File: src/core/uart_shadow_defines.vh
`ifndef UART_SHADOW_DEFINES_VH
`define UART_SHADOW_DEFINES_VH

// Base byte address of the sixteen aliased data words
`define SHADOW_BASE 32'h5000_1030
// Byte address of alias ten of the data word
`define SHADOW_TEN 32'h5000_1058
// Size in bytes of the aliased data window
`define SHADOW_SPAN 32'h0000_0040
// Control register byte address
`define CTRL_ADDR 32'h5000_1100
// Line state register byte address
`define LINE_STATE_ADDR 32'h5000_1104

// Control field positions
`define CTRL_FIFO_EN 0
`define CTRL_IR_MODE 1
// Line state field positions
`define LS_RX_READY 0
`define LS_OVERRUN 1
`define LS_TX_EMPTY 5

// Reset values
`define CTRL_RESET 2'h0
`define BYTE_RESET 8'h00
`define WORD_RESET 32'h0000_0000

// FIFO geometry
`define FIFO_DEPTH 5'h10
`define PTR_W 4
`define CNT_W 5
`define PTR_ZERO 4'h0
`define PTR_ONE 4'h1
`define CNT_ZERO 5'h00
`define CNT_ONE 5'h01

`endif

File: src/core/uart_shadow_data_port.v
`timescale 1ns/1ps
`include "uart_shadow_defines.vh"

// Summary of operation
// - Sixteen aliased words reach data buffer
// - Read returns serial or infrared received byte
// - No FIFO: new byte overwrites, overrun flagged
// - FIFO mode read pops oldest entry
// - Full receive FIFO drops new byte, overrun
// - Written byte goes to serial or infrared
// - No FIFO: a write clears holding empty
// - No FIFO: extra write replaces pending byte
// - FIFO mode accepts sixteen writes before full
// - Write to full transmit FIFO is dropped
module uart_shadow_data_port
(
   // Clock and reset
   input wire clk_i,
   input wire rst_n_i,
   // APB slave
   input wire psel_i,
   input wire penable_i,
   input wire pwrite_i,
   input wire [31:0] paddr_i,
   input wire [31:0] pwdata_i,
   output reg [31:0] prdata_o,
   output reg pready_o,
   output reg pslverr_o,
   // Received characters from the serial and infrared framers
   input wire ser_rx_valid_i,
   input wire [7:0] ser_rx_byte_i,
   input wire ir_rx_valid_i,
   input wire [7:0] ir_rx_byte_i,
   // Transmit characters towards the framers
   input wire tx_req_i,
   output reg tx_ser_strobe_o,
   output reg tx_ir_strobe_o,
   output reg [7:0] tx_byte_o
);

   // Address falls inside the aliased data window
   function in_window;
      input [31:0] addr;
      begin
         in_window = (addr >= `SHADOW_BASE) &&
                     (addr < (`SHADOW_BASE + `SHADOW_SPAN)) &&
                     (addr[1:0] == 2'h0);
      end
   endfunction

   // Wrapping pointer advance
   function [`PTR_W-1:0] ptr_next;
      input [`PTR_W-1:0] ptr;
      begin
         ptr_next = ptr + `PTR_ONE;
      end
   endfunction

   // Control bits: FIFO enable and infrared mode
   reg [1:0] ctrl;
   // Sticky receive overrun flag
   reg overrun;
   // Receive holding register for non-FIFO mode
   reg [7:0] rx_hold;
   reg rx_hold_full;
   // Receive FIFO storage and pointers
   reg [7:0] rx_mem [0:15];
   reg [`PTR_W-1:0] rx_rd;
   reg [`PTR_W-1:0] rx_wr;
   reg [`CNT_W-1:0] rx_count;
   // Transmit holding register for non-FIFO mode
   reg [7:0] tx_hold;
   reg tx_hold_full;
   // Transmit FIFO storage and pointers
   reg [7:0] tx_mem [0:15];
   reg [`PTR_W-1:0] tx_rd;
   reg [`PTR_W-1:0] tx_wr;
   reg [`CNT_W-1:0] tx_count;

   // Decoded access and mode terms
   wire fifo_en;
   wire ir_mode;
   wire apb_done;
   wire hit_data;
   wire hit_ctrl;
   wire hit_line;
   wire rd_data_done;
   wire wr_data_done;
   wire wr_ctrl_done;
   wire rd_line_done;
   // Receive path terms
   wire rx_in_valid;
   wire [7:0] rx_in_byte;
   wire rx_ready;
   wire rx_full;
   wire rx_pop;
   wire rx_push;
   wire rx_lost;
   wire [7:0] rx_head;
   // Transmit path terms
   wire tx_empty;
   wire tx_full;
   wire tx_take;
   wire tx_push;
   wire [7:0] tx_head;
   // Next read data and error
   reg [31:0] next_rdata;
   reg next_err;

   assign fifo_en = ctrl[`CTRL_FIFO_EN];
   assign ir_mode = ctrl[`CTRL_IR_MODE];
   // Transfer completes at the edge where pready is seen high
   assign apb_done = psel_i & penable_i & pready_o;
   assign hit_data = in_window(paddr_i);
   assign hit_ctrl = (paddr_i == `CTRL_ADDR);
   assign hit_line = (paddr_i == `LINE_STATE_ADDR);
   assign rd_data_done = apb_done & ~pwrite_i & hit_data;
   assign wr_data_done = apb_done & pwrite_i & hit_data;
   assign wr_ctrl_done = apb_done & pwrite_i & hit_ctrl;
   assign rd_line_done = apb_done & ~pwrite_i & hit_line;

   // Source of received characters follows the mode
   assign rx_in_valid = ir_mode ? ir_rx_valid_i : ser_rx_valid_i;
   assign rx_in_byte = ir_mode ? ir_rx_byte_i : ser_rx_byte_i;
   assign rx_full = (rx_count == `FIFO_DEPTH);
   assign rx_ready = fifo_en ? (rx_count != `CNT_ZERO) : rx_hold_full;
   assign rx_head = fifo_en ? rx_mem[rx_rd] : rx_hold;
   // A data read only consumes a character when one is present
   assign rx_pop = rd_data_done & rx_ready;
   // Full FIFO keeps contents; a same-cycle read frees a slot
   assign rx_push = rx_in_valid & (~rx_full | rx_pop);
   // Arrival onto an unread holding byte or a full FIFO loses a character
   assign rx_lost = rx_in_valid & ~rx_pop &
                    (fifo_en ? rx_full : rx_hold_full);

   assign tx_full = (tx_count == `FIFO_DEPTH);
   assign tx_empty = fifo_en ? (tx_count == `CNT_ZERO) : ~tx_hold_full;
   assign tx_head = fifo_en ? tx_mem[tx_rd] : tx_hold;
   // Framer takes a character only when one is pending
   assign tx_take = tx_req_i & ~tx_empty;
   // Writes to a full FIFO are dropped unless a slot frees now
   assign tx_push = wr_data_done & (~tx_full | tx_take);

   // Read data mux and unmapped address error
   always @*
   begin
      next_rdata = `WORD_RESET;
      next_err = 1'b0;
      if (hit_data)
      begin
         // Low byte carries the character, upper bits read zero
         next_rdata[7:0] = rx_head;
      end
      else if (hit_ctrl)
      begin
         next_rdata[1:0] = ctrl;
      end
      else if (hit_line)
      begin
         // Ready, overrun and holding-empty state
         next_rdata[`LS_RX_READY] = rx_ready;
         next_rdata[`LS_OVERRUN] = overrun;
         next_rdata[`LS_TX_EMPTY] = tx_empty;
      end
      else
      begin
         // Unmapped address answers with an error
         next_err = 1'b1;
      end
   end

   // APB answer: one wait cycle, then pready with data
   always @(posedge clk_i)
   begin
      if (!rst_n_i)
      begin
         pready_o <= 1'b0;
         prdata_o <= `WORD_RESET;
         pslverr_o <= 1'b0;
      end
      else
      begin
         pready_o <= psel_i & penable_i & ~pready_o;
         if (psel_i & penable_i & ~pready_o)
         begin
            // Data sampled before the pop so it stays stable
            prdata_o <= pwrite_i ? `WORD_RESET : next_rdata;
            pslverr_o <= next_err;
         end
         else
         begin
            prdata_o <= `WORD_RESET;
            pslverr_o <= 1'b0;
         end
      end
   end

   // Control register and sticky overrun flag
   always @(posedge clk_i)
   begin
      if (!rst_n_i)
      begin
         ctrl <= `CTRL_RESET;
         overrun <= 1'b0;
      end
      else
      begin
         if (wr_ctrl_done)
         begin
            ctrl <= pwdata_i[1:0];
         end
         // A new loss wins over the clear-on-read
         if (rx_lost)
         begin
            overrun <= 1'b1;
         end
         else if (rd_line_done)
         begin
            overrun <= 1'b0;
         end
      end
   end

   // Receive holding register and FIFO
   always @(posedge clk_i)
   begin
      if (!rst_n_i)
      begin
         rx_hold <= `BYTE_RESET;
         rx_hold_full <= 1'b0;
         rx_rd <= `PTR_ZERO;
         rx_wr <= `PTR_ZERO;
         rx_count <= `CNT_ZERO;
      end
      else if (wr_ctrl_done)
      begin
         // Mode change flushes both receive stores
         rx_hold_full <= 1'b0;
         rx_rd <= `PTR_ZERO;
         rx_wr <= `PTR_ZERO;
         rx_count <= `CNT_ZERO;
      end
      else if (fifo_en)
      begin
         if (rx_push)
         begin
            rx_mem[rx_wr] <= rx_in_byte;
            rx_wr <= ptr_next(rx_wr);
         end
         if (rx_pop)
         begin
            rx_rd <= ptr_next(rx_rd);
         end
         if (rx_push & ~rx_pop)
         begin
            rx_count <= rx_count + `CNT_ONE;
         end
         else if (rx_pop & ~rx_push)
         begin
            rx_count <= rx_count - `CNT_ONE;
         end
      end
      else
      begin
         if (rx_in_valid)
         begin
            // Newest character always replaces the old one
            rx_hold <= rx_in_byte;
            rx_hold_full <= 1'b1;
         end
         else if (rx_pop)
         begin
            rx_hold_full <= 1'b0;
         end
      end
   end

   // Transmit holding register and FIFO
   always @(posedge clk_i)
   begin
      if (!rst_n_i)
      begin
         tx_hold <= `BYTE_RESET;
         tx_hold_full <= 1'b0;
         tx_rd <= `PTR_ZERO;
         tx_wr <= `PTR_ZERO;
         tx_count <= `CNT_ZERO;
      end
      else if (wr_ctrl_done)
      begin
         // Mode change flushes both transmit stores
         tx_hold_full <= 1'b0;
         tx_rd <= `PTR_ZERO;
         tx_wr <= `PTR_ZERO;
         tx_count <= `CNT_ZERO;
      end
      else if (fifo_en)
      begin
         if (tx_push)
         begin
            tx_mem[tx_wr] <= pwdata_i[7:0];
            tx_wr <= ptr_next(tx_wr);
         end
         if (tx_take)
         begin
            tx_rd <= ptr_next(tx_rd);
         end
         if (tx_push & ~tx_take)
         begin
            tx_count <= tx_count + `CNT_ONE;
         end
         else if (tx_take & ~tx_push)
         begin
            tx_count <= tx_count - `CNT_ONE;
         end
      end
      else
      begin
         if (wr_data_done)
         begin
            // Write clears holding-empty; a repeat replaces data
            tx_hold <= pwdata_i[7:0];
            tx_hold_full <= 1'b1;
         end
         else if (tx_take)
         begin
            tx_hold_full <= 1'b0;
         end
      end
   end

   // Hand the taken character to the framer of the active mode
   always @(posedge clk_i)
   begin
      if (!rst_n_i)
      begin
         tx_ser_strobe_o <= 1'b0;
         tx_ir_strobe_o <= 1'b0;
         tx_byte_o <= `BYTE_RESET;
      end
      else
      begin
         tx_ser_strobe_o <= tx_take & ~ir_mode;
         tx_ir_strobe_o <= tx_take & ir_mode;
         if (tx_take)
         begin
            tx_byte_o <= tx_head;
         end
      end
   end

endmodule // uart_shadow_data_port

File: config.mk
export PLATFORM = sky130hd
export DESIGN_NAME = uart_shadow_data_port
export DESIGN_NICKNAME = d
export VERILOG_FILES = /design/src/core/uart_shadow_data_port.v
export VERILOG_INCLUDE_DIRS = /design/src /design/src/core
export SDC_FILE = /design/constraint.sdc
export NUM_CORES = 1
export LEC_CHECK = 0
export ABC_AREA = 1
export ABC_CLOCK_PERIOD_IN_PS = 5000
export BUFFER_PORTS_ARGS = -buffer_cell sky130_fd_sc_hd__buf_2
export CAP_MARGIN = 20
export CORE_ASPECT_RATIO = 0.6
export CORE_MARGIN = 3
export CORE_UTILIZATION = 50
export CTS_BUF_LIST = sky130_fd_sc_hd__clkbuf_2
export DETAILED_ROUTE_END_ITERATION = 12
export MAX_ROUTING_LAYER = met4
export PLACE_DENSITY = 0.78
export SYNTH_ARGS = -nofsm -noshare
export SYNTH_HDL_FRONTEND = slang
export SYNTH_SLANG_ARGS = --single-unit
File: constraint.sdc
create_clock -name clk_i -period 5 [get_ports clk_i]
set_input_delay 1 -clock clk_i [delete_from_list [all_inputs] [get_ports clk_i]]
set_output_delay 1 -clock clk_i [all_outputs]
set_load 0.005 [all_outputs]
==> run summary <==
highest achievable clock rate: 265 MHz
synthesis-to-finish area growth: 9.95%
number of gates resized after cts: 0
biggest fanout along the worst timing path: 25
CTS Hold Bufs: 0
commonest cells after routing, fill and taps aside: 256 x sky130_fd_sc_hd__edfxtp_1, 246 x sky130_fd_sc_hd__nor2_1, 164 x sky130_fd_sc_hd__o21ai_0
Port Buf Inserts: 83
Worst path slowest cell: sky130_fd_sc_hd__nand3_1
global-route track usage on met1: 0.321
clock net sink count: 331
Root Buffer Master: sky130_fd_sc_hd__clkbuf_2
synthesized cell area: 14100 um^2
most area-consuming cells after synthesis: sky130_fd_sc_hd__edfxtp_1 55%, sky130_fd_sc_hd__dfxtp_1 11%, sky130_fd_sc_hd__nor2_1 6.6%
effective utilization at floorplan: 0.520
via count of the first global-routing pass: 9553
biggest area consumer among synthesized cells: sky130_fd_sc_hd__edfxtp_1
post-CTS setup buffer count: 0
number of cells produced by synthesis: 1275
CTS Buffer Depth: 3
Max Clock Skew: 0.0724 ns
met3 demand-to-capacity share in global routing: 0.0837
number of buffers added by the clock tree synthesis step: 75
area share of the leading cell type in the synthesized netlist: 0.546
number of DRC violations after detailed routing: 0
total overflow reported by the global router: 0
measured slew at the worst slew-check pin: 0.995 ns
most used routing layer in global routing: met1
final setup fails: 0
logic depth of the worst path, buffers included: 18
clock-pin slew on the worst setup and hold paths: 0.11 ns
delay-heaviest family, CP: simple AND/OR/NAND/NOR gates
yosys warns: 0
# fillers: 2208
cell count of the worst hold path: 3
max-cap violations: 0
nature of the critical path endpoint: register
max-slew violation count: 0
count of flip-flops with a built-in enable after synthesis: 256
class of the worst hold path: in -> reg
setup repair after global routing missed its margin: false
Max IR drop VDD: 0.142 mV
total negative slack: 0 ns
wirelength, routed: 33.6 mm
series of cell instances along the critical path: buf_4 > inv_2 > nor2_1 > nand3_1 > nand3_1 > nand2_1 > inv_1 > nor2_1 > ha_1 > inv_1 > fa_1 > nand2_1 > nand2_1 > a21oi_1 > o21ai_0 > a21o_1 > o21ai_0 > a21oi_1
Critical Path Start Type: register
Detailed Route Iter0 Violations: 1121
post-DR vias/cell: 5.57
number of cells traversed by the worst register-to-register path: 18
global placement routability congestion: 0.879
Global Route met2 Usage: 0.304
endpoint arrival time on the critical path: 4.52 ns
unique cell type count in the Yosys netlist: 54
Worst Path Class, Setup: reg -> reg
number of buffer and inverter stages on the critical path: 4
Fin. Hold Viols: 0
# nets final: 1504
clock tree from TritonCTS: done
most common cell after layout, fill and taps aside: sky130_fd_sc_hd__edfxtp_1
clock latency on the worst-skew pair: 0.90 ns
placement row count: 46
part of the Yosys area used for sequential elements: 0.653
maximum level of the CTS H-tree: 3
total chip power: 0.00488 W
count of nets left with antenna violations after detail routing: 0
floorplan die width: 223 um
y dimension of the die: 136 um
pin count of the biggest net entering global routing: 65
post-detailed-route wirelength per cell: 18.5 um
Async SR Flop Fraction: 0
run status: finished clean
top flip-flop cell by instance count after synthesis: sky130_fd_sc_hd__edfxtp_1
number of primary I/O pins: 132
number of iterations in the first detailed-routing pass: 8
minimum period implied by the final worst setup slack: 3.78 ns
Worst Hold Margin: 0.434 ns
overall track demand over capacity in global routing: 0.226
final clock period utilization by the worst path: 0.755
# diodes: 0
standard cell core area: 27100 um^2
proportion of layout cells with a drive suffix above 1: 0.196
initial antenna violation count: 0
Slew Limit Headroom: 0.334
hpwl dp: 21.4 mm
leakage component of the power: 5.56 nW
Req. time, crit path: 5.75 ns
wire length of the first global-routing pass: 51.6 mm
power density of the placed cells: 316 nW/um^2
vias after detailed routing: 10110
critical path's most frequent cell: sky130_fd_sc_hd__nand2_1
Die Area: 30200 um^2
register bit count reported by yosys: 331
largest incremental delay on the critical path: 0.51 ns
Synth Area per Inst: 11.0 um^2
## layer usage
layer / vias to the layer above / part of all wire / wire (um)
met3: 57 / 0.13 / 4320
met5: - / 0 / 0
met1: 4751 / 0.44 / 14700
met4: 0 / 0.017 / 568
li1: 4748 / - / -
met2: 554 / 0.42 / 14000
## worst min-delay path, cell delays in order
cell and delay (ns):
sky130_fd_sc_hd__buf_2 0.13, sky130_fd_sc_hd__clkinv_1 0.07, sky130_fd_sc_hd__nor3_2 0.06
## synthesized netlist by cell type (3+ instances only)
cell and instances:
sky130_fd_sc_hd__inv_1 63, sky130_fd_sc_hd__nand3_2 4, sky130_fd_sc_hd__buf_2 16, sky130_fd_sc_hd__edfxtp_1 256, sky130_fd_sc_hd__o21ai_0 164, sky130_fd_sc_hd__nand3_1 44, sky130_fd_sc_hd__nor2_1 246, sky130_fd_sc_hd__a211oi_1 15
sky130_fd_sc_hd__nand2_1 109, sky130_fd_sc_hd__nand4_1 5, sky130_fd_sc_hd__buf_4 26, sky130_fd_sc_hd__a31oi_1 6, sky130_fd_sc_hd__o221ai_1 18, sky130_fd_sc_hd__inv_2 5, sky130_fd_sc_hd__a21oi_2 6, sky130_fd_sc_hd__xor2_1 6
sky130_fd_sc_hd__o22ai_1 6, sky130_fd_sc_hd__nand2_2 9, sky130_fd_sc_hd__nor2_2 5, sky130_fd_sc_hd__a21oi_1 40, sky130_fd_sc_hd__nor2_4 3, sky130_fd_sc_hd__nor3_1 7, sky130_fd_sc_hd__or2_2 5, sky130_fd_sc_hd__ha_1 19
sky130_fd_sc_hd__dfxtp_1 75, sky130_fd_sc_hd__nor3b_1 3, sky130_fd_sc_hd__buf_1 7, sky130_fd_sc_hd__o211ai_1 30, sky130_fd_sc_hd__a22oi_1 8, sky130_fd_sc_hd__clkbuf_1 34
## layout make-up
type                            instances  area [um^2]  area share
Tap cell                              360          450      0.0291
Timing Repair Buffer                  105          593      0.0383
Sequential cell                       331         9190       0.594
Clock buffer                          124          621      0.0401
Inverter                               71          272      0.0176
Clock inverter                         12          101     0.00655
Multi-Input combinational cell        811         4240       0.274
## cell families after synthesis
family / count (synthesis) / share of synthesized area
adder cells (fa/ha/maj): 21 / 0.0197
buffers and inverters: 156 / 0.0517
multiplexers: 2 / 0.00142
flip-flops: 331 / 0.653
AND/OR/NAND/NOR: 455 / 0.143
AO/OA/AOI/OAI: 301 / 0.125
other: 1 / 0.000267
XOR/XNOR: 8 / 0.00498
## state kept, by name, indices dropped and copies added (netlist names), 5 cells and up, named ones only
register   flops
rx_hold        8
rx_mem       128
tx_hold        8
tx_byte_o      8
tx_count       5
rx_count       5
prdata_o       8
tx_mem       128
## path summary, 6_finish.rpt
| path | from | to | slack [ns] |
|---|---|---|---|
| worst max-delay path | ctrl[0] | tx_count[4] | 1.22 |
| worst min-delay path | rst_n_i | pready_o | 0.43 |
| worst max register to register | ctrl[0] | tx_count[4] | 1.22 |
| worst min register to register | rx_hold[1] | rx_hold[1] | 0.47 |
## metrics by stage
stage | setup slack, ns | cell area (um^2) | util | cells
floorplan | 1.69 | 14200 | - | 1298
global placement | 1.03 | 14700 | 0.544 | 1677
detailed placement | 0.994 | 14700 | 0.544 | 1677
CTS | 1.24 | 15400 | 0.571 | 1813
global route | 1.01 | 15500 | 0.572 | 1814
finish | 1.22 | 15500 | 0.572 | 1814
## power by group
| group | switching [W] | internal (W) |
|---|---|---|
| clock network | 0.00106 | 0.000744 |
| logic | 0.0000829 | 0.0000322 |
| registers | 0.00000294 | 0.00296 |
(Power assumes the default switching activity.)
